## src/rtl/ctmw_defs.vh

```
// Constants for the CAN transceiver mode, wake and transmit guard block
`ifndef CTMW_DEFS_VH
`define CTMW_DEFS_VH

// Register word offsets on the bus (byte address bits 7:2)
`define CTMW_AW 6
`define CTMW_OFF_CTRL 6'h00
`define CTMW_OFF_STATUS 6'h01
`define CTMW_OFF_EVENT 6'h02
`define CTMW_OFF_CONFIG 6'h03

// Control register fields
`define CTMW_CTRL_FORCE_SB 0
`define CTMW_CTRL_LOG_EN 1
`define CTMW_CTRL_W 2
`define CTMW_CTRL_RST 2'h2

// Status register fields
`define CTMW_ST_STANDBY 0
`define CTMW_ST_WAKE 1
`define CTMW_ST_DOM_TO 2
`define CTMW_ST_THERMAL 3
`define CTMW_ST_TX_EN 4
`define CTMW_ST_RX 5
`define CTMW_ST_ARMED 6
`define CTMW_ST_EV_AVAIL 7
`define CTMW_ST_EV_FULL 8
`define CTMW_ST_W 9

// Event word layout: bit 8 is the valid flag on reads
`define CTMW_EV_W 8
`define CTMW_EV_VALID 8
`define CTMW_EV_WAKE 8'h01
`define CTMW_EV_DOM_TO 8'h02
`define CTMW_EV_THERMAL 8'h03
`define CTMW_EV_NORMAL 8'h04
`define CTMW_EV_STANDBY 8'h05

// Synchroniser reset level: open inputs read high
`define CTMW_PIN_IDLE 3'h7

// Default timer counts in 100 MHz cycles
`define CTMW_WAKE_FILT_DEF 500
`define CTMW_DOM_TO_DEF 100000

`endif

```

## src/rtl/ctmw_top.v

```verilog
// CAN transceiver digital control: modes, wake-up, transmit guards
//
// Behaviour
// - Standby select low picks normal mode, high picks standby mode.
// - Normal mode passes transmit bits to bus; receive low means dominant.
// - Standby disables normal transmitter and receiver; low-power receiver stays on.
// - In standby a dominant longer than wake filter time drives receive low.
// - Split bias output is enabled only in normal mode, floating in standby.
// - Unconditioned variant: dominant at standby entry wakes after the wake filter time, with no glitch.
// - Conditioned variant: ignore entry dominant, wake only after recessive first.
// - After wake-up stay in standby, echoing dominants, until select released.
// - Over-temperature switches off only the transmitter; reception continues.
// - Thermal transmitter-off is latched, cleared only when transmit input goes high.
// - Dominant time-out timer starts on every falling edge of transmit input.
// - Transmit input low beyond time-out disables transmitter, bus goes recessive.
// - Rising edge of transmit input resets timer and re-enables transmission.
// - Unconnected transmit or select input reads high: recessive and standby.
// - In normal mode transmit low drives dominant, high leaves bus recessive.
//
// Added by the designer: the address map and the Wishbone interface to the registers.

`include "ctmw_defs.vh"

// Event FIFO, flip-flop storage with valid/ready on both sides
module ctmw_fifo #(
  parameter WIDTH = 8,
  parameter DEPTH = 16,
  parameter AW = 4
) (
  // Clock and reset
  input wire clk_i,
  input wire rst_i,
  // Fill side
  input wire in_valid_i,
  output wire in_ready_o,
  input wire [WIDTH-1:0] in_data_i,
  // Drain side
  output wire out_valid_o,
  input wire out_ready_i,
  output wire [WIDTH-1:0] out_data_o,
  // Level
  output wire full_o
);
  reg [WIDTH-1:0] mem_ff [0:DEPTH-1];
  reg [AW-1:0] wr_ff;
  reg [AW-1:0] rd_ff;
  reg [AW:0] cnt_ff;
  wire push;
  wire pop;

  // Full and empty come from the occupancy count
  assign in_ready_o = (cnt_ff != DEPTH[AW:0]);
  assign out_valid_o = (cnt_ff != {(AW+1){1'b0}});
  assign full_o = ~in_ready_o;
  assign out_data_o = mem_ff[rd_ff];
  assign push = in_valid_i & in_ready_o;
  assign pop = out_valid_o & out_ready_i;

  // Storage write, no reset needed for data
  always @(posedge clk_i) begin
    if (push) begin
      mem_ff[wr_ff] <= in_data_i;
    end
  end

  // Pointers wrap at DEPTH so any depth up to 2**AW works
  always @(posedge clk_i) begin
    if (rst_i) begin
      wr_ff <= {AW{1'b0}};
      rd_ff <= {AW{1'b0}};
      cnt_ff <= {(AW+1){1'b0}};
    end else begin
      if (push) begin
        wr_ff <= (wr_ff == DEPTH[AW-1:0] - 1'b1) ? {AW{1'b0}} : wr_ff + 1'b1;
      end
      if (pop) begin
        rd_ff <= (rd_ff == DEPTH[AW-1:0] - 1'b1) ? {AW{1'b0}} : rd_ff + 1'b1;
      end
      if (push & ~pop) begin
        cnt_ff <= cnt_ff + 1'b1;
      end else if (pop & ~push) begin
        cnt_ff <= cnt_ff - 1'b1;
      end
    end
  end
endmodule // ctmw_fifo

module ctmw_top #(
  parameter WAKE_FILT_CYC = `CTMW_WAKE_FILT_DEF,
  parameter DOM_TO_CYC = `CTMW_DOM_TO_DEF,
  parameter CNT_W = 20,
  parameter CONDITIONED_WAKE = 0,
  parameter EV_DEPTH = 16,
  parameter EV_AW = 4
) (
  // Clock and reset
  input wire clk_i,
  input wire rst_i,
  // Wishbone slave
  input wire wb_cyc_i,
  input wire wb_stb_i,
  input wire wb_we_i,
  input wire [7:0] wb_adr_i,
  input wire [3:0] wb_sel_i,
  input wire [31:0] wb_dat_i,
  output wire [31:0] wb_dat_o,
  output wire wb_ack_o,
  // Protocol controller side pins
  input wire tx_data_i,
  input wire low_power_select_i,
  output wire rx_data_o,
  // Bus front end: comparators and drivers
  input wire bus_dominant_i,
  input wire lp_bus_dominant_i,
  input wire over_temp_i,
  output wire bus_drive_dominant_o,
  output wire normal_tx_en_o,
  output wire normal_rx_en_o,
  output wire lp_rx_en_o,
  output wire split_bias_out_o
);
  // Mode states, one-hot
  localparam ST_STANDBY = 2'b01;
  localparam ST_NORMAL = 2'b10;

  reg [2:0] tx_sync_ff;
  reg [2:0] sel_sync_ff;
  reg [2:0] dom_sync_ff;
  reg [2:0] lp_sync_ff;
  reg [2:0] ot_sync_ff;
  reg tx_ff;
  reg sel_ff;
  reg dom_ff;
  reg lp_ff;
  reg ot_ff;
  reg tx_prev_ff;
  reg [1:0] state_ff;
  reg [1:0] nxt_state;
  reg armed_ff;
  reg [CNT_W-1:0] wake_cnt_ff;
  reg wake_ff;
  reg [CNT_W-1:0] to_cnt_ff;
  reg to_run_ff;
  reg dom_to_ff;
  reg thermal_ff;
  reg rx_ff;
  reg drive_ff;
  reg [`CTMW_CTRL_W-1:0] ctrl_ff;
  reg ack_ff;
  reg [31:0] dat_ff;
  reg [4:0] ev_pend_ff;
  reg wake_q_ff;
  reg to_q_ff;
  reg th_q_ff;
  reg [`CTMW_EV_W-1:0] ev_word;
  reg [4:0] ev_take;
  wire standby;
  wire want_standby;
  wire tx_fall;
  wire tx_rise;
  wire tx_en;
  wire qual_dom;
  wire [5:0] adr;
  wire req;
  wire ev_pop;
  wire ev_in_ready;
  wire ev_out_valid;
  wire ev_full;
  wire [`CTMW_EV_W-1:0] ev_out;
  wire [`CTMW_ST_W-1:0] status;

  // Bus address decode shared by reads and writes
  function is_reg;
    input [5:0] a;
    input [5:0] off;
    begin
      is_reg = (a == off);
    end
  endfunction

  // Pin synchronisers; transmit and select reset to high so open inputs idle as high, front-end inputs reset low
  always @(posedge clk_i) begin
    if (rst_i) begin
      tx_sync_ff <= `CTMW_PIN_IDLE;
      sel_sync_ff <= `CTMW_PIN_IDLE;
      dom_sync_ff <= 3'h0;
      lp_sync_ff <= 3'h0;
      ot_sync_ff <= 3'h0;
    end else begin
      tx_sync_ff <= {tx_sync_ff[1:0], tx_data_i};
      sel_sync_ff <= {sel_sync_ff[1:0], low_power_select_i};
      dom_sync_ff <= {dom_sync_ff[1:0], bus_dominant_i};
      lp_sync_ff <= {lp_sync_ff[1:0], lp_bus_dominant_i};
      ot_sync_ff <= {ot_sync_ff[1:0], over_temp_i};
    end
  end

  // Accept a change only when stages two and three agree
  always @(posedge clk_i) begin
    if (rst_i) begin
      tx_ff <= 1'b1;
      sel_ff <= 1'b1;
      dom_ff <= 1'b0;
      lp_ff <= 1'b0;
      ot_ff <= 1'b0;
      tx_prev_ff <= 1'b1;
    end else begin
      if (tx_sync_ff[1] == tx_sync_ff[2]) tx_ff <= tx_sync_ff[2];
      if (sel_sync_ff[1] == sel_sync_ff[2]) sel_ff <= sel_sync_ff[2];
      if (dom_sync_ff[1] == dom_sync_ff[2]) dom_ff <= dom_sync_ff[2];
      if (lp_sync_ff[1] == lp_sync_ff[2]) lp_ff <= lp_sync_ff[2];
      if (ot_sync_ff[1] == ot_sync_ff[2]) ot_ff <= ot_sync_ff[2];
      tx_prev_ff <= tx_ff;
    end
  end

  assign tx_fall = tx_prev_ff & ~tx_ff;
  assign tx_rise = ~tx_prev_ff & tx_ff;

  // Mode selection; software can also hold the part in standby
  assign want_standby = sel_ff | ctrl_ff[`CTMW_CTRL_FORCE_SB];
  assign standby = state_ff[0];

  always @* begin
    nxt_state = state_ff;
    case (state_ff)
      ST_STANDBY: begin
        if (~want_standby) nxt_state = ST_NORMAL;
      end
      ST_NORMAL: begin
        if (want_standby) nxt_state = ST_STANDBY;
      end
      default: nxt_state = ST_STANDBY;
    endcase
  end

  always @(posedge clk_i) begin
    if (rst_i) begin
      state_ff <= ST_STANDBY;
    end else begin
      state_ff <= nxt_state;
    end
  end

  // Wake filter: count a low-power dominant while standing
  assign qual_dom = standby & armed_ff & lp_ff &
                    (wake_cnt_ff >= WAKE_FILT_CYC[CNT_W-1:0]);

  always @(posedge clk_i) begin
    if (rst_i) begin
      wake_cnt_ff <= {CNT_W{1'b0}};
      armed_ff <= 1'b0;
      wake_ff <= 1'b0;
    end else if (~standby) begin
      wake_cnt_ff <= {CNT_W{1'b0}};
      wake_ff <= 1'b0;
      // Conditioned build disarms so an entry dominant is ignored
      armed_ff <= (CONDITIONED_WAKE == 0);
    end else begin
      if (~lp_ff) begin
        wake_cnt_ff <= {CNT_W{1'b0}};
        armed_ff <= 1'b1;
      end else if (wake_cnt_ff < WAKE_FILT_CYC[CNT_W-1:0]) begin
        wake_cnt_ff <= wake_cnt_ff + 1'b1;
      end
      // Wake stays reported until standby is left: select released and no software hold
      if (qual_dom) wake_ff <= 1'b1;
    end
  end

  // Dominant time-out: start on fall, clear on rise
  always @(posedge clk_i) begin
    if (rst_i) begin
      to_cnt_ff <= {CNT_W{1'b0}};
      to_run_ff <= 1'b0;
      dom_to_ff <= 1'b0;
    end else if (tx_rise | tx_ff) begin
      to_cnt_ff <= {CNT_W{1'b0}};
      to_run_ff <= 1'b0;
      dom_to_ff <= 1'b0;
    end else if (tx_fall) begin
      to_cnt_ff <= {CNT_W{1'b0}};
      to_run_ff <= 1'b1;
    end else if (to_run_ff) begin
      if (to_cnt_ff >= DOM_TO_CYC[CNT_W-1:0]) begin
        dom_to_ff <= 1'b1;
      end else begin
        to_cnt_ff <= to_cnt_ff + 1'b1;
      end
    end
  end

  // Thermal latch; a new trip wins over the tx-high clear
  always @(posedge clk_i) begin
    if (rst_i) begin
      thermal_ff <= 1'b0;
    end else if (ot_ff) begin
      thermal_ff <= 1'b1;
    end else if (tx_ff) begin
      thermal_ff <= 1'b0;
    end
  end

  // Transmitter only runs in normal mode with no guard tripped
  assign tx_en = ~standby & ~dom_to_ff & ~thermal_ff;

  // Registered outputs toward bus driver and controller
  always @(posedge clk_i) begin
    if (rst_i) begin
      drive_ff <= 1'b0;
      rx_ff <= 1'b1;
    end else begin
      drive_ff <= tx_en & ~tx_ff;
      if (standby) begin
        rx_ff <= ~qual_dom;
      end else begin
        rx_ff <= ~dom_ff;
      end
    end
  end

  assign bus_drive_dominant_o = drive_ff;
  assign rx_data_o = rx_ff;
  assign normal_tx_en_o = tx_en;
  assign normal_rx_en_o = ~standby;
  assign lp_rx_en_o = standby;
  assign split_bias_out_o = ~standby;

  // Event capture: sticky pending bits, new edge wins over take
  always @(posedge clk_i) begin
    if (rst_i) begin
      ev_pend_ff <= 5'h00;
      wake_q_ff <= 1'b0;
      to_q_ff <= 1'b0;
      th_q_ff <= 1'b0;
    end else begin
      wake_q_ff <= wake_ff;
      to_q_ff <= dom_to_ff;
      th_q_ff <= thermal_ff;
      ev_pend_ff <= (ev_pend_ff & ~ev_take) |
        ({5{ctrl_ff[`CTMW_CTRL_LOG_EN]}} &
         {standby & (state_ff != nxt_state) ? 1'b0 : 1'b0,
          ~standby & (nxt_state == ST_STANDBY),
          th_q_ff ^ thermal_ff ? thermal_ff : 1'b0,
          dom_to_ff & ~to_q_ff,
          wake_ff & ~wake_q_ff}) |
        ({5{ctrl_ff[`CTMW_CTRL_LOG_EN]}} &
         {standby & (nxt_state == ST_NORMAL), 4'h0});
    end
  end

  // Pick one pending event per cycle; stalls while FIFO is full
  always @* begin
    ev_word = 8'h00;
    ev_take = 5'h00;
    if (ev_in_ready) begin
      if (ev_pend_ff[0]) begin
        ev_word = `CTMW_EV_WAKE;
        ev_take = 5'h01;
      end else if (ev_pend_ff[1]) begin
        ev_word = `CTMW_EV_DOM_TO;
        ev_take = 5'h02;
      end else if (ev_pend_ff[2]) begin
        ev_word = `CTMW_EV_THERMAL;
        ev_take = 5'h04;
      end else if (ev_pend_ff[3]) begin
        ev_word = `CTMW_EV_STANDBY;
        ev_take = 5'h08;
      end else if (ev_pend_ff[4]) begin
        ev_word = `CTMW_EV_NORMAL;
        ev_take = 5'h10;
      end
    end
  end

  ctmw_fifo #(
    .WIDTH(`CTMW_EV_W),
    .DEPTH(EV_DEPTH),
    .AW(EV_AW)
  ) u_ev_fifo (
    .clk_i(clk_i),
    .rst_i(rst_i),
    .in_valid_i(|ev_take),
    .in_ready_o(ev_in_ready),
    .in_data_i(ev_word),
    .out_valid_o(ev_out_valid),
    .out_ready_i(ev_pop),
    .out_data_o(ev_out),
    .full_o(ev_full)
  );

  // Status word
  assign status = {ev_full, ev_out_valid, armed_ff, rx_ff, tx_en,
                   thermal_ff, dom_to_ff, wake_ff, standby};

  // Wishbone classic: ack one cycle after request, dropped next cycle
  assign adr = wb_adr_i[7:2];
  assign req = wb_cyc_i & wb_stb_i & ~ack_ff;
  assign ev_pop = req & ~wb_we_i & is_reg(adr, `CTMW_OFF_EVENT);

  always @(posedge clk_i) begin
    if (rst_i) begin
      ack_ff <= 1'b0;
      dat_ff <= 32'h0000_0000;
      ctrl_ff <= `CTMW_CTRL_RST;
    end else begin
      ack_ff <= req;
      if (req & wb_we_i) begin
        if (is_reg(adr, `CTMW_OFF_CTRL) & wb_sel_i[0]) begin
          ctrl_ff <= wb_dat_i[`CTMW_CTRL_W-1:0];
        end
      end
      // Unmapped reads return zero
      if (req & ~wb_we_i) begin
        if (is_reg(adr, `CTMW_OFF_CTRL)) begin
          dat_ff <= {{(32-`CTMW_CTRL_W){1'b0}}, ctrl_ff};
        end else if (is_reg(adr, `CTMW_OFF_STATUS)) begin
          dat_ff <= {{(32-`CTMW_ST_W){1'b0}}, status};
        end else if (is_reg(adr, `CTMW_OFF_EVENT)) begin
          dat_ff <= {23'h000000, ev_out_valid, ev_out};
        end else if (is_reg(adr, `CTMW_OFF_CONFIG)) begin
          dat_ff <= {31'h00000000, CONDITIONED_WAKE != 0};
        end else begin
          dat_ff <= 32'h0000_0000;
        end
      end
    end
  end

  assign wb_ack_o = ack_ff;
  assign wb_dat_o = dat_ff;
endmodule // ctmw_top

```

## config.mk

```make
export PLATFORM = sky130hd
export DESIGN_NAME = ctmw_top
export DESIGN_NICKNAME = d
export VERILOG_FILES = /design/src/rtl/ctmw_top.v
export VERILOG_INCLUDE_DIRS = /design/src /design/src/rtl
export SDC_FILE = /design/constraint.sdc
export NUM_CORES = 1
export LEC_CHECK = 0
export BUFFER_PORTS_ARGS = -buffer_cell sky130_fd_sc_hd__buf_2
export CAP_MARGIN = 20
export CORE_MARGIN = 5
export CORE_UTILIZATION = 55
export CTS_BUF_LIST = sky130_fd_sc_hd__clkbuf_8
export CTS_CLUSTER_DIAMETER = 150
export DETAILED_ROUTE_END_ITERATION = 8
export PLACE_DENSITY = 0.78
export SYNTH_ARGS = -nofsm -noshare
export SYNTH_HDL_FRONTEND = slang
export SYNTH_SLANG_ARGS = --single-unit
export TNS_END_PERCENT = 1
```

## constraint.sdc

```tcl
create_clock -name clk_i -period 8.3 [get_ports clk_i]
set_clock_uncertainty 0.1 [all_clocks]
set_input_delay 1.245 -clock clk_i [delete_from_list [all_inputs] [get_ports clk_i]]
set_output_delay 1.245 -clock clk_i [all_outputs]
set_load 0.03 [all_outputs]
```

## Word-level counts from Yosys, hierarchy flattened

Memory sizes are Yosys's and may differ from the RTL's. A register that Yosys moved wholly into a read port is not among the register bits.
Index checks and enable logic that the tools add are counted.
W data, S select, Z words.

- Bits in registers: 126
- Memory bits (writable): 48
- Input port bits: 54
- Output and inout bits: 39
- Logic and storage cells: 148
- Memories kept: 1

- Add/subtract/negate cells: 6
- Magnitude comparators: 3
- Equal/unequal tests: 15
- Muxes and demuxes: 32
- Bitwise logic cells: 48
- Reduce and logical (&&, ||, !) cells: 12

Memory list:

| name | words | width | rd ports | clocked after memory_dff | write ports | RTL line | text |
|---|---|---|---|---|---|---|---|
| u_ev_fifo.mem_ff | 16 | 3 | 1 | 1 | 1 | ctmw_top.v:44 | `reg [WIDTH-1:0] mem_ff [0:DEPTH-1];` |

Operators by type and width:

| kind | number |
|---|---|
| $add A20 B1 Y20 const B | 2 |
| $mux W5 | 8 |
| $mux W9 | 3 |
| $and A1 B1 Y1 | 22 |
| $ge A20 B17 Y1 const B | 1 |
| $ge A20 B9 Y1 const B | 1 |
| $lt A20 B9 Y1 const B | 1 |
| $mux W3 | 6 |
| $not A1 Y1 | 17 |
| $mux W4 | 4 |
| $and A5 B5 Y5 | 2 |
| $or A5 B5 Y5 | 2 |
| $add A4 B1 Y4 const B | 2 |
| $eq A4 B4 Y1 const B | 2 |
| $mux W1 | 8 |
| $eq A6 B1 Y1 const B | 1 |
| $eq A6 B2 Y1 const B | 1 |
| $logic_not A6 Y1 | 1 |
| $reduce_or A3 Y1 | 2 |
| $add A5 B1 Y5 const B | 1 |
| $and A5 B4 Y5 | 1 |
| $eq A1 B1 Y1 | 5 |
| $ne A5 B5 Y1 const B | 1 |
| $not A5 Y5 | 1 |
| other kinds (14) | 21 |

## Longest topological paths before layout

Gate-level depths: netlist (run 1).

- Depth after elaboration: 12
- Gate-level depth with buffers: 11
- Gate-level depth less buffers: 10

## Cells and area by module

Synthesis (run 1) repeated with hierarchy kept, for this count alone.

- Cell total of the unflattened synthesis: 724
- Area, all modules: 9,462.8 µm²

Modules (own cells, without submodules):

| module | instances | cells an instance | area each (µm²) | seq. area each (µm²) |
|---|---|---|---|---|
| ctmw_fifo | 1 | 309 | 5,764.3 | 4,184.0 |
| ctmw_top | 1 | 415 | 3,698.5 | 1,801.7 |

## Worst setup path before layout (run 1)

No wires, ideal clock.

- Path type: input port to flip-flop
- Start point: input wb_stb_i
- End point: register u_ev_fifo.cnt_ff[4]
- Setup time: 0.070 ns
- Arrival: 3.552 ns
- Data required time: 8.130 ns
- Setup slack: 4.578 ns
- Stages on the path: 11
- Buffers on the path: 1
- Path through: nor4bb_1 -> clkbuf_1 -> o2111ai_1 -> ha_1 -> inv_1 -> ha_1 -> a21o_1 -> a21oi_1 -> xnor2_1 -> or3_1 -> a21oi_1

- Word-level cells in the longest chain between the ends: 8
- Elaborated cells between the ends (all ways): 10
- Classes of those cells: 1 x mux; 8 x bitwise; 1 x reduce/logical

RTL lines:

| what | RTL line | text |
|---|---|---|
| from (decl) | ctmw_top.v:101 | `input wire wb_stb_i,` |
| $and A1 B1 Y1 (*) (2 in a row) | ctmw_top.v:398 | `assign req = wb_cyc_i & wb_stb_i & ~ack_ff;` |
| $and A1 B1 Y1 (*) (2 in a row) | ctmw_top.v:399 | `` assign ev_pop = req & ~wb_we_i & is_reg(adr, `CTMW_OFF_EVENT); `` |
| $and A1 B1 Y1 (*) | ctmw_top.v:57 | `assign pop = out_valid_o & out_ready_i;` |
| $not A1 Y1 | ctmw_top.v:79 | `if (push & ~pop) begin` |
| $and A1 B1 Y1 | ctmw_top.v:79 |  |
| $mux W5 or $reduce_bool A2 Y1 (tied branches) | - |  |
| to (signal assigned) | ctmw_top.v:71 | `cnt_ff <= {(AW+1){1'b0}};` |
| to (signal assigned) | ctmw_top.v:80 | `cnt_ff <= cnt_ff + 1'b1;` |
| to (signal assigned) | ctmw_top.v:82 | `cnt_ff <= cnt_ff - 1'b1;` |
| to (decl) | ctmw_top.v:47 | `reg [AW:0] cnt_ff;` |

Mark *: on every way between the ends. The rest lies on a longest branch, timed or not.
A chain may end at the register's enable or synchronous reset.

## Worst setup path after layout (run 1)

- Start point: input wb_adr_i[5]
- End point: register u_ev_fifo.cnt_ff[4]

- Word-level cells in the longest chain between the ends: 6
- Elaborated cells between the ends (all ways): 8
- Classes of those cells: 1 x eq/ne; 1 x mux; 5 x bitwise; 1 x reduce/logical

RTL lines:

| what | RTL line | text |
|---|---|---|
| from (decl) | ctmw_top.v:103 | `input wire [7:0] wb_adr_i,` |
| $eq A6 B2 Y1 (*) | ctmw_top.v:177 | `is_reg = (a == off);` |
| $and A1 B1 Y1 (*) | ctmw_top.v:399 |  |
| $and A1 B1 Y1 (*) | ctmw_top.v:57 |  |
| $not A1 Y1 | ctmw_top.v:79 |  |
| $and A1 B1 Y1 | ctmw_top.v:79 |  |
| $mux W5 or $reduce_bool A2 Y1 (tied branches) | - |  |

Marks and branches as above.

==> impl_metrics.csv, run 1 <==
group,metric,value,unit
sta,fmax,0.257,GHz
cells_and_area,insertedDiodeCount,0,
placement,routabilityCongestion,0.791,
cells_and_area,area_delta_synth_final,9.67,%
cts,postCtsSetupRepairBufs,0,
route,wl_per_cell,16.1,um
cts,clk_latency,0.44,ns
floorplan,core_area,11500,um2
cts,post_cts_resized,0,
yosys,yosys.area_share.simple,18.4,%
global_routing,grt_antenna_before_repair,0,
sta,timing.slew.headroom,33.5,%
sta,fin_crit_sh,46.9,%
yosys,yosys_register_bits,155,
yosys,syn_area_per_cell,10.6,um2
setup_path,path_max_fanout,8,
yosys,synth_top_family_by_area,"simple AND/OR/NAND/NOR gates",
cells_and_area,fillers,924,
yosys,synth_area_leaders,"sky130_fd_sc_hd__dfxtp_1, sky130_fd_sc_hd__edfxtp_1, sky130_fd_sc_hd__mux4_2, sky130_fd_sc_hd__nor2_1, sky130_fd_sc_hd__a21oi_1",
global_routing,grt_pass1_vias,4440,
cells_and_area,num-nets-final,712,
placement,dpl_wire_length,8970,um
cts,htree_num_levels,4,
sta,finalHoldViolations,0,
floorplan,effective_utilization_at_floorplan,56.5,%
route,drt_first_pass_iters,4,
route,viasPerCell,5.70,
placement,place_ws,3.98,ns
power,p_per_area,213,nW/um2
cts,cts.clk_slew.worst_paths,0.08,ns
yosys,synth-compound-area-share,10.1,%
cts,numCtsBuffers,17,
route,drc,0,
cts,tritoncts,"yes",
yosys,yosysSeqAreaShare,55.1,%
sta,setup_viol_count_final,0,
sta,fin_crit,3.90,ns
yosys,synth_top_cell_by_area,"sky130_fd_sc_hd__dfxtp_1",
sta,report.final.slew_viol_count,0,
yosys,mux_contribution_to_synthesized_area,5.35,%
floorplan,placementRows,39,
floorplan,floorplan.die.height,119,um
yosys,yosysWarnings,0,
global_routing,global_route.overflow_total,0,
setup_path,slowest_delay,0.60,ns
route,first_iter_violations,403,
yosys,synth.lib_cells_used.distinct,56,
sta,timing_worst_slew_pin_value,0.993,ns
power,power.ir.vdd_worst,0.000152,V
setup_path,crit_path_cell_trace,"buf_2 > nor4_1 > o2111ai_1 > ha_1 > inv_1 > ha_1 > a21o_1 > a21oi_1 > xnor2_1 > or3_1 > a21oi_1",
setup_path,startpoint_type,"input port",
yosys,postSynth.asyncResetShare,0,%
setup_path,crit_required,8.56,ns
cts,clock_tree.buffer_depth,2,
setup_path,critPathArrivalTime,4.16,ns
yosys,synthDominantCellAreaShare,32.9,%
setup_path,critical_path_class,"input port to flop",
cts,cts.sinks,155,
power,cellLeakagePower,2.61,nW
cts,post_cts_hold_buffer_count,0,
setup_path,end_kind,"flop",
route,via_count,4546,
sta,setup_slack,4.40,ns
floorplan,die-area,14100,um2
global_routing,grt_max_degree,63,
yosys,synth_cells,615,
yosys,synth-adder-area-share,3.19,%
yosys,synth_ff_type,"sky130_fd_sc_hd__dfxtp_1",
cells_and_area,layout_cells_sized_above_1,15.3,%
global_routing,grt_first_pass_wirelength,21300,um
cts,clk_root_buffer_cell,"sky130_fd_sc_hd__clkbuf_8",
global_routing,grt.total_usage,18.7,%
route,detail_route.wirelength,12900,um
yosys,syn-cell-area,6500,um2
floorplan,die_extent_in_x,119,um
run,max_cap_violations,0,
setup_path,worst_path_max_delay_cell,"sky130_fd_sc_hd__nor4_1",
floorplan,io_pins,93,
placement,count_of_buffers_inserted_at_the_top_level_ports,34,
status,run_status,"finished, final reports clean",
yosys,synth_xor_xnor_area_share,1.75,%
yosys,synth-edff-count,48,
hold_path,timing.hold.worst.class,"flop to flop",
sta,setup_tns,0,ns
sta,grt_setup_unrepaired,"no",
route,drtAntennaViolNets,0,
-- layout by cell type, fill, tap and decap left out, types with 13 or more instances in the layout --
master	count
sky130_fd_sc_hd__a21oi_1	44
sky130_fd_sc_hd__and3_1	13
sky130_fd_sc_hd__buf_2	34
sky130_fd_sc_hd__clkbuf_8	20
sky130_fd_sc_hd__conb_1	23
sky130_fd_sc_hd__dfxtp_1	107
sky130_fd_sc_hd__edfxtp_1	48
sky130_fd_sc_hd__ha_1	15
sky130_fd_sc_hd__inv_1	25
sky130_fd_sc_hd__nand2_1	39
sky130_fd_sc_hd__nand3_1	18
sky130_fd_sc_hd__nor2_1	59
sky130_fd_sc_hd__nor2b_1	15
sky130_fd_sc_hd__nor4_1	13
sky130_fd_sc_hd__o21ai_0	15
-- critical path, delay by kind of cell --
| kind | cells | cell delay, ns |
|---|---|---|
| AO/OA/AOI/OAI | 4 | 1.01 |
| XOR/XNOR | 1 | 0.09 |
| adder cells (fa/ha/maj) | 2 | 0.67 |
| buffers and inverters | 2 | 0.25 |
| AND/OR/NAND/NOR | 2 | 0.90 |
-- metrics by stage --
| stage | std cells | hold WS, ns | utilization, % | power (W) | area (um2) |
|---|---|---|---|---|---|
| 5_1_grt | 798 | 0.340 | 62.0 | 0.00158 | 7130 |
| 6_report | 798 | 0.328 | 62.0 | 0.00152 | 7130 |
| 3_5_place_dp | 765 | 0.299 | 57.9 | 0.000903 | 6660 |
| 4_1_cts | 797 | 0.331 | 61.9 | 0.00153 | 7130 |
| 3_3_place_gp | 765 | 0.301 | 57.9 | 0.000898 | 6660 |
| 2_1_floorplan | 637 | 0.289 | - | 0.000889 | 6590 |
-- power by group --
group	internal, W	leakage [nW]	switching, W	total (W)
Sequential	0.000788	1.31	0.00000880	0.000796
Clock	0.000355	0.226	0.000282	0.000637
Combinational	0.0000290	1.07	0.0000607	0.0000897
Total	0.00117	2.61	0.000351	0.00152
-- cell type report --
class	instances	area, um2	share of cell area [%]
clock buffers	20	275	3.86
clock inverters	12	188	2.63
inverters	25	93.8	1.32
multi-input cells	406	2620	36.8
flip-flops and latches	155	3580	50.2
well taps	143	179	2.51
repair buffers	37	193	2.70
-- final timing paths --
| kind | depth (start not counted) | startpoint | slack [ns] | endpoint |
|---|---|---|---|---|
| worst max-delay path | 11 | wb_adr_i[5] | 4.40 | u_ev_fifo.cnt_ff[4]$_SDFFE_PP0P_ |
| worst min-delay path | 1 | tx_sync_ff[0]$_SDFF_PP1_ | 0.33 | tx_sync_ff[1]$_SDFF_PP1_ |
| worst min register to register | 1 | tx_sync_ff[0]$_SDFF_PP1_ | 0.33 | tx_sync_ff[1]$_SDFF_PP1_ |
| worst max register to register | 10 | u_ev_fifo.cnt_ff[0]$_SDFFE_PP0P_ | 4.88 | u_ev_fifo.cnt_ff[4]$_SDFFE_PP0P_ |
-- synth_stat cells, types with 4 or more instances --
master,n
sky130_fd_sc_hd__edfxtp_1,48
sky130_fd_sc_hd__dfxtp_1,107
sky130_fd_sc_hd__a22oi_1,4
sky130_fd_sc_hd__buf_1,4
sky130_fd_sc_hd__or4_1,6
sky130_fd_sc_hd__mux2i_1,10
sky130_fd_sc_hd__nand4_1,9
sky130_fd_sc_hd__buf_4,24
sky130_fd_sc_hd__nand2_1,39
sky130_fd_sc_hd__mux4_2,11
sky130_fd_sc_hd__a31oi_1,6
sky130_fd_sc_hd__nor2_1,59
sky130_fd_sc_hd__nand3b_1,4
sky130_fd_sc_hd__o31ai_1,8
sky130_fd_sc_hd__clkbuf_1,19
sky130_fd_sc_hd__or2_2,10
sky130_fd_sc_hd__nand3_1,18
sky130_fd_sc_hd__xnor2_1,11
sky130_fd_sc_hd__ha_1,15
sky130_fd_sc_hd__nor4_1,13
sky130_fd_sc_hd__a21o_1,8
sky130_fd_sc_hd__a21oi_1,44
sky130_fd_sc_hd__nor3_1,13
sky130_fd_sc_hd__nor2b_1,15
sky130_fd_sc_hd__inv_1,25
sky130_fd_sc_hd__and3_1,13
sky130_fd_sc_hd__o21ai_0,15
sky130_fd_sc_hd__or3_1,11
sky130_fd_sc_hd__and2_1,6
-- registers in the layout, summed over array words and instances (netlist names), 4 cells and up, named ones only --
name              flops
ev_pend_ff            5
to_cnt_ff            20
u_ev_fifo.cnt_ff      5
u_ev_fifo.mem_ff     48
u_ev_fifo.rd_ff       4
u_ev_fifo.wr_ff       4
wake_cnt_ff          20
wb_dat_o              9
-- metal layers --
layer,vias to the layer above,wire length (um),track usage (%)
li1,2215,-,-
met1,2197,5440,23.1
met2,112,6460,31.1
met3,22,713,4.63
met4,0,244,8.18
met5,-,0,0
-- kinds of logic (layout without fill, tap and decap cells) --
| group | count (synthesis) | in the layout |
|---|---|---|
| muxes | 21 | 21 |
| xor gates and xnor gates | 13 | 13 |
| other | 1 | 23 |
| DFF | 155 | 155 |
| buffers and inverters | 76 | 94 |
| AOI/OAI and AO/OA | 104 | 104 |
| and+or+nand+nor | 229 | 229 |
| adders and majority gates | 16 | 16 |
Note: power is estimated with default switching activity, not from simulation.
==> run 2, diff against run 1 <==
Settings changed: CORE_UTILIZATION 55 to 53, PLACE_DENSITY 0.78 to 0.79.
Clock period 8.3 ns to 3.4 ns, I/O delays scaled along.
==> run 2 against run 1 <==
Against the previous run:
- hold slack worse by 0.18 ns
- worst setup slack worse by 4.0 ns
- cell area down 0.74%
- critical path type is now flop to flop
==> impl_metrics.csv, run 2 (synthesis gave the netlist of run 1 again) <==
group,metric,value,unit
cts,cts.clk_slew.worst_paths,0.08,ns
cts,post_cts_hold_buffer_count,0,
cts,cts.sinks,155,
status,run_status,"finished, final reports clean",
placement,placed_cell_area,6710,um2
cells_and_area,layout_cells_sized_above_1,15.1,%
cts,postCtsSetupRepairBufs,0,
cells_and_area,commonest_cells_after_routing_fill_and_taps_aside,"sky130_fd_sc_hd__dfxtp_1, sky130_fd_sc_hd__nor2_1, sky130_fd_sc_hd__edfxtp_1",
global_routing,grt_first_pass_wirelength,20500,um
sta,timing_worst_slew_pin_value,0.890,ns
cts,clk_latency,0.45,ns
placement,count_of_buffers_inserted_at_the_top_level_ports,34,
cts,post_cts_resized,0,
floorplan,die_extent_in_x,121,um
sta,report.final.slew_viol_count,0,
route,first_iter_violations,318,
cells_and_area,post-route-cell-area,7080,um2
route,drt_first_pass_iters,6,
floorplan,placementRows,40,
sta,timing.slew.headroom,40.4,%
cts,clk_root_buffer_cell,"sky130_fd_sc_hd__clkbuf_8",
setup_path,setup.reg_to_reg.worst_slack,0.38,ns
setup_path,cell_count_of_the_worst_reg_to_reg_path,10,
setup_path,critical_path_class,"flop to flop",
placement,routabilityCongestion,0.774,
sta,setup_viol_count_final,0,
hold_path,timing.hold.worst.class,"input port to flop",
sta,finalHoldViolations,0,
cells_and_area,layoutNonFillerInstCount,809,
cells_and_area,area_delta_synth_final,8.87,%
power,net-switching-power,0.000820,W
cts,clock_tree.buffer_depth,2,
power,seqPwrFrac,56.4,%
cells_and_area,largest-register,"u_ev_fifo.mem_ff",
global_routing,grt.total_usage,17.8,%
setup_path,r2r-start,"u_ev_fifo.cnt_ff[0]$_SDFFE_PP0P_",
cts,numCtsBuffers,17,
cells_and_area,flip_flop_count_of_the_largest_register_all_copies_and_words_added,48,
run,max_cap_violations,0,
global_routing,grt_max_degree,39,
route,drc,0,
floorplan,core_area,12000,um2
sta,grt_setup_unrepaired,"no",
power,cellLeakagePower,2.59,nW
cts,htree_num_levels,4,
cells_and_area,layout_top_registers,"u_ev_fifo.mem_ff: 48 flops, to_cnt_ff: 20 flops, wake_cnt_ff: 20 flops",
route,viasPerCell,5.62,
global_routing,grt_antenna_before_repair,1,
power,p_per_area,487,nW/um2
setup_path,startpoint_type,"flop",
power,power.share.combinational,6.5,%
route,wl_per_cell,15.5,um
power,netSwitchingFraction,23.8,%
sta,fin_crit_sh,88.8,%
sta,fin_crit,3.02,ns
power,power_report.internal_total,0.00263,W
route,via_count,4546,
floorplan,effective_utilization_at_floorplan,54.2,%
route,drtAntennaViolNets,0,
cells_and_area,final_common_cell,"sky130_fd_sc_hd__dfxtp_1",
sta,fmax,0.331,GHz
power,power.clock.fraction,37.2,%
hold_path,min_from,"low_power_select_i",
global_routing,grt_pass1_vias,4346,
sta,setup_tns,0,ns
floorplan,floorplan.die.height,121,um
setup_path,critPathArrivalTime,3.30,ns
floorplan,io_pins,93,
cells_and_area,num-nets-final,718,
setup_path,r2r-end,"u_ev_fifo.cnt_ff[4]$_SDFFE_PP0P_",
setup_path,path_max_fanout,5,
floorplan,die-area,14600,um2
global_routing,global_route.overflow_total,0,
placement,dpl_wire_length,8920,um
setup_path,crit_required,3.68,ns
cts,tritoncts,"yes",
placement,place.detailed.instances,776,
hold_path,hold_end,"sel_sync_ff[0]$_SDFF_PP1_",
setup_path,end_kind,"flop",
power,power.ir.vdd_worst,0.000252,V
hold_path,hold-path-cell-count,2,
cells_and_area,fillers,957,
route,detail_route.wirelength,12500,um
==> run 2: cell types whose count changed in the layout (fill, tap and decap cells not counted), moves of 2 or more <==
cell / before / now
sky130_fd_sc_hd__buf_4: 3 / 9
sky130_fd_sc_hd__bufinv_16: 4 / 2
sky130_fd_sc_hd__clkbuf_8: 20 / 17
sky130_fd_sc_hd__clkinv_1: 0 / 2
sky130_fd_sc_hd__clkinv_4: 5 / 2
sky130_fd_sc_hd__clkinvlp_2: 0 / 3
sky130_fd_sc_hd__inv_1: 25 / 27
==> run 2: layout make-up <==
type / instances / area (um2) / area share [%]
antenna: 1 / 2.50 / 0.0353
clock buffer: 17 / 234 / 3.30
clock inverter: 15 / 135 / 1.91
inverter: 25 / 93.8 / 1.33
multi-input combinational: 406 / 2610 / 36.9
sequential: 155 / 3580 / 50.6
tap: 147 / 184 / 2.60
timing repair buffer: 43 / 238 / 3.36
==> run 2: per-stage QoR <==
stage / worst slack (ns) / hold slack (ns) / utilization, % / total power, W
after detailed placement: 0.319 / 0.301 / 55.9 / 0.00220
after global routing: 0.263 / 0.116 / 59.0 / 0.00358
after floorplan: 0.363 / 0.289 / - / 0.00217
final: 0.381 / 0.149 / 59.0 / 0.00345
after global placement: 0.409 / 0.302 / 55.9 / 0.00219
after CTS: 0.380 / 0.123 / 58.9 / 0.00348
==> run 2: power by group through the flow <==
stage / logic [W] / clock network (W) / registers [W]
global placement: 0.000211 / 0 / 0.00198
floorplan: 0.000187 / 0 / 0.00198
detailed placement: 0.000218 / 0 / 0.00199
CTS: 0.000224 / 0.00132 / 0.00194
finish: 0.000224 / 0.00128 / 0.00194
global route: 0.000243 / 0.00140 / 0.00195
==> run 2: how the worst max path moves through the flow <==
stage                                           startpoint                               end  cells after the start
after floorplan           u_ev_fifo.cnt_ff[0]$_SDFFE_PP0P_  u_ev_fifo.cnt_ff[4]$_SDFFE_PP0P_                     10
after global placement                             wb_we_i  u_ev_fifo.cnt_ff[4]$_SDFFE_PP0P_                     12
after detailed placement                           wb_we_i  u_ev_fifo.cnt_ff[4]$_SDFFE_PP0P_                     12
after CTS                 u_ev_fifo.cnt_ff[0]$_SDFFE_PP0P_  u_ev_fifo.cnt_ff[4]$_SDFFE_PP0P_                     10
after global routing      u_ev_fifo.cnt_ff[0]$_SDFFE_PP0P_  u_ev_fifo.cnt_ff[4]$_SDFFE_PP0P_                     10
final                     u_ev_fifo.cnt_ff[0]$_SDFFE_PP0P_  u_ev_fifo.cnt_ff[4]$_SDFFE_PP0P_                     10
==> run 2: critical path: stages (launching register included) <==
cell and delay, ns:
sky130_fd_sc_hd__dfxtp_1 0.37, sky130_fd_sc_hd__or4_1 0.57, sky130_fd_sc_hd__o2111ai_1 0.25, sky130_fd_sc_hd__ha_1 0.23, sky130_fd_sc_hd__inv_1 0.11, sky130_fd_sc_hd__fa_1 0.41
sky130_fd_sc_hd__a21o_1 0.18, sky130_fd_sc_hd__a21oi_1 0.18, sky130_fd_sc_hd__xnor2_1 0.10, sky130_fd_sc_hd__or3_1 0.31, sky130_fd_sc_hd__a21oi_1 0.15
==> run 2: per-layer routing <==
layer  GRT usage (%)  vias to the layer above  share of wire (%)
met5               0                        -                  0
met4            7.51                        0                2.2
met3            5.38                       22                4.7
met2            28.9                      116                 49
met1            22.0                     2187                 45
li1                -                     2221                  -
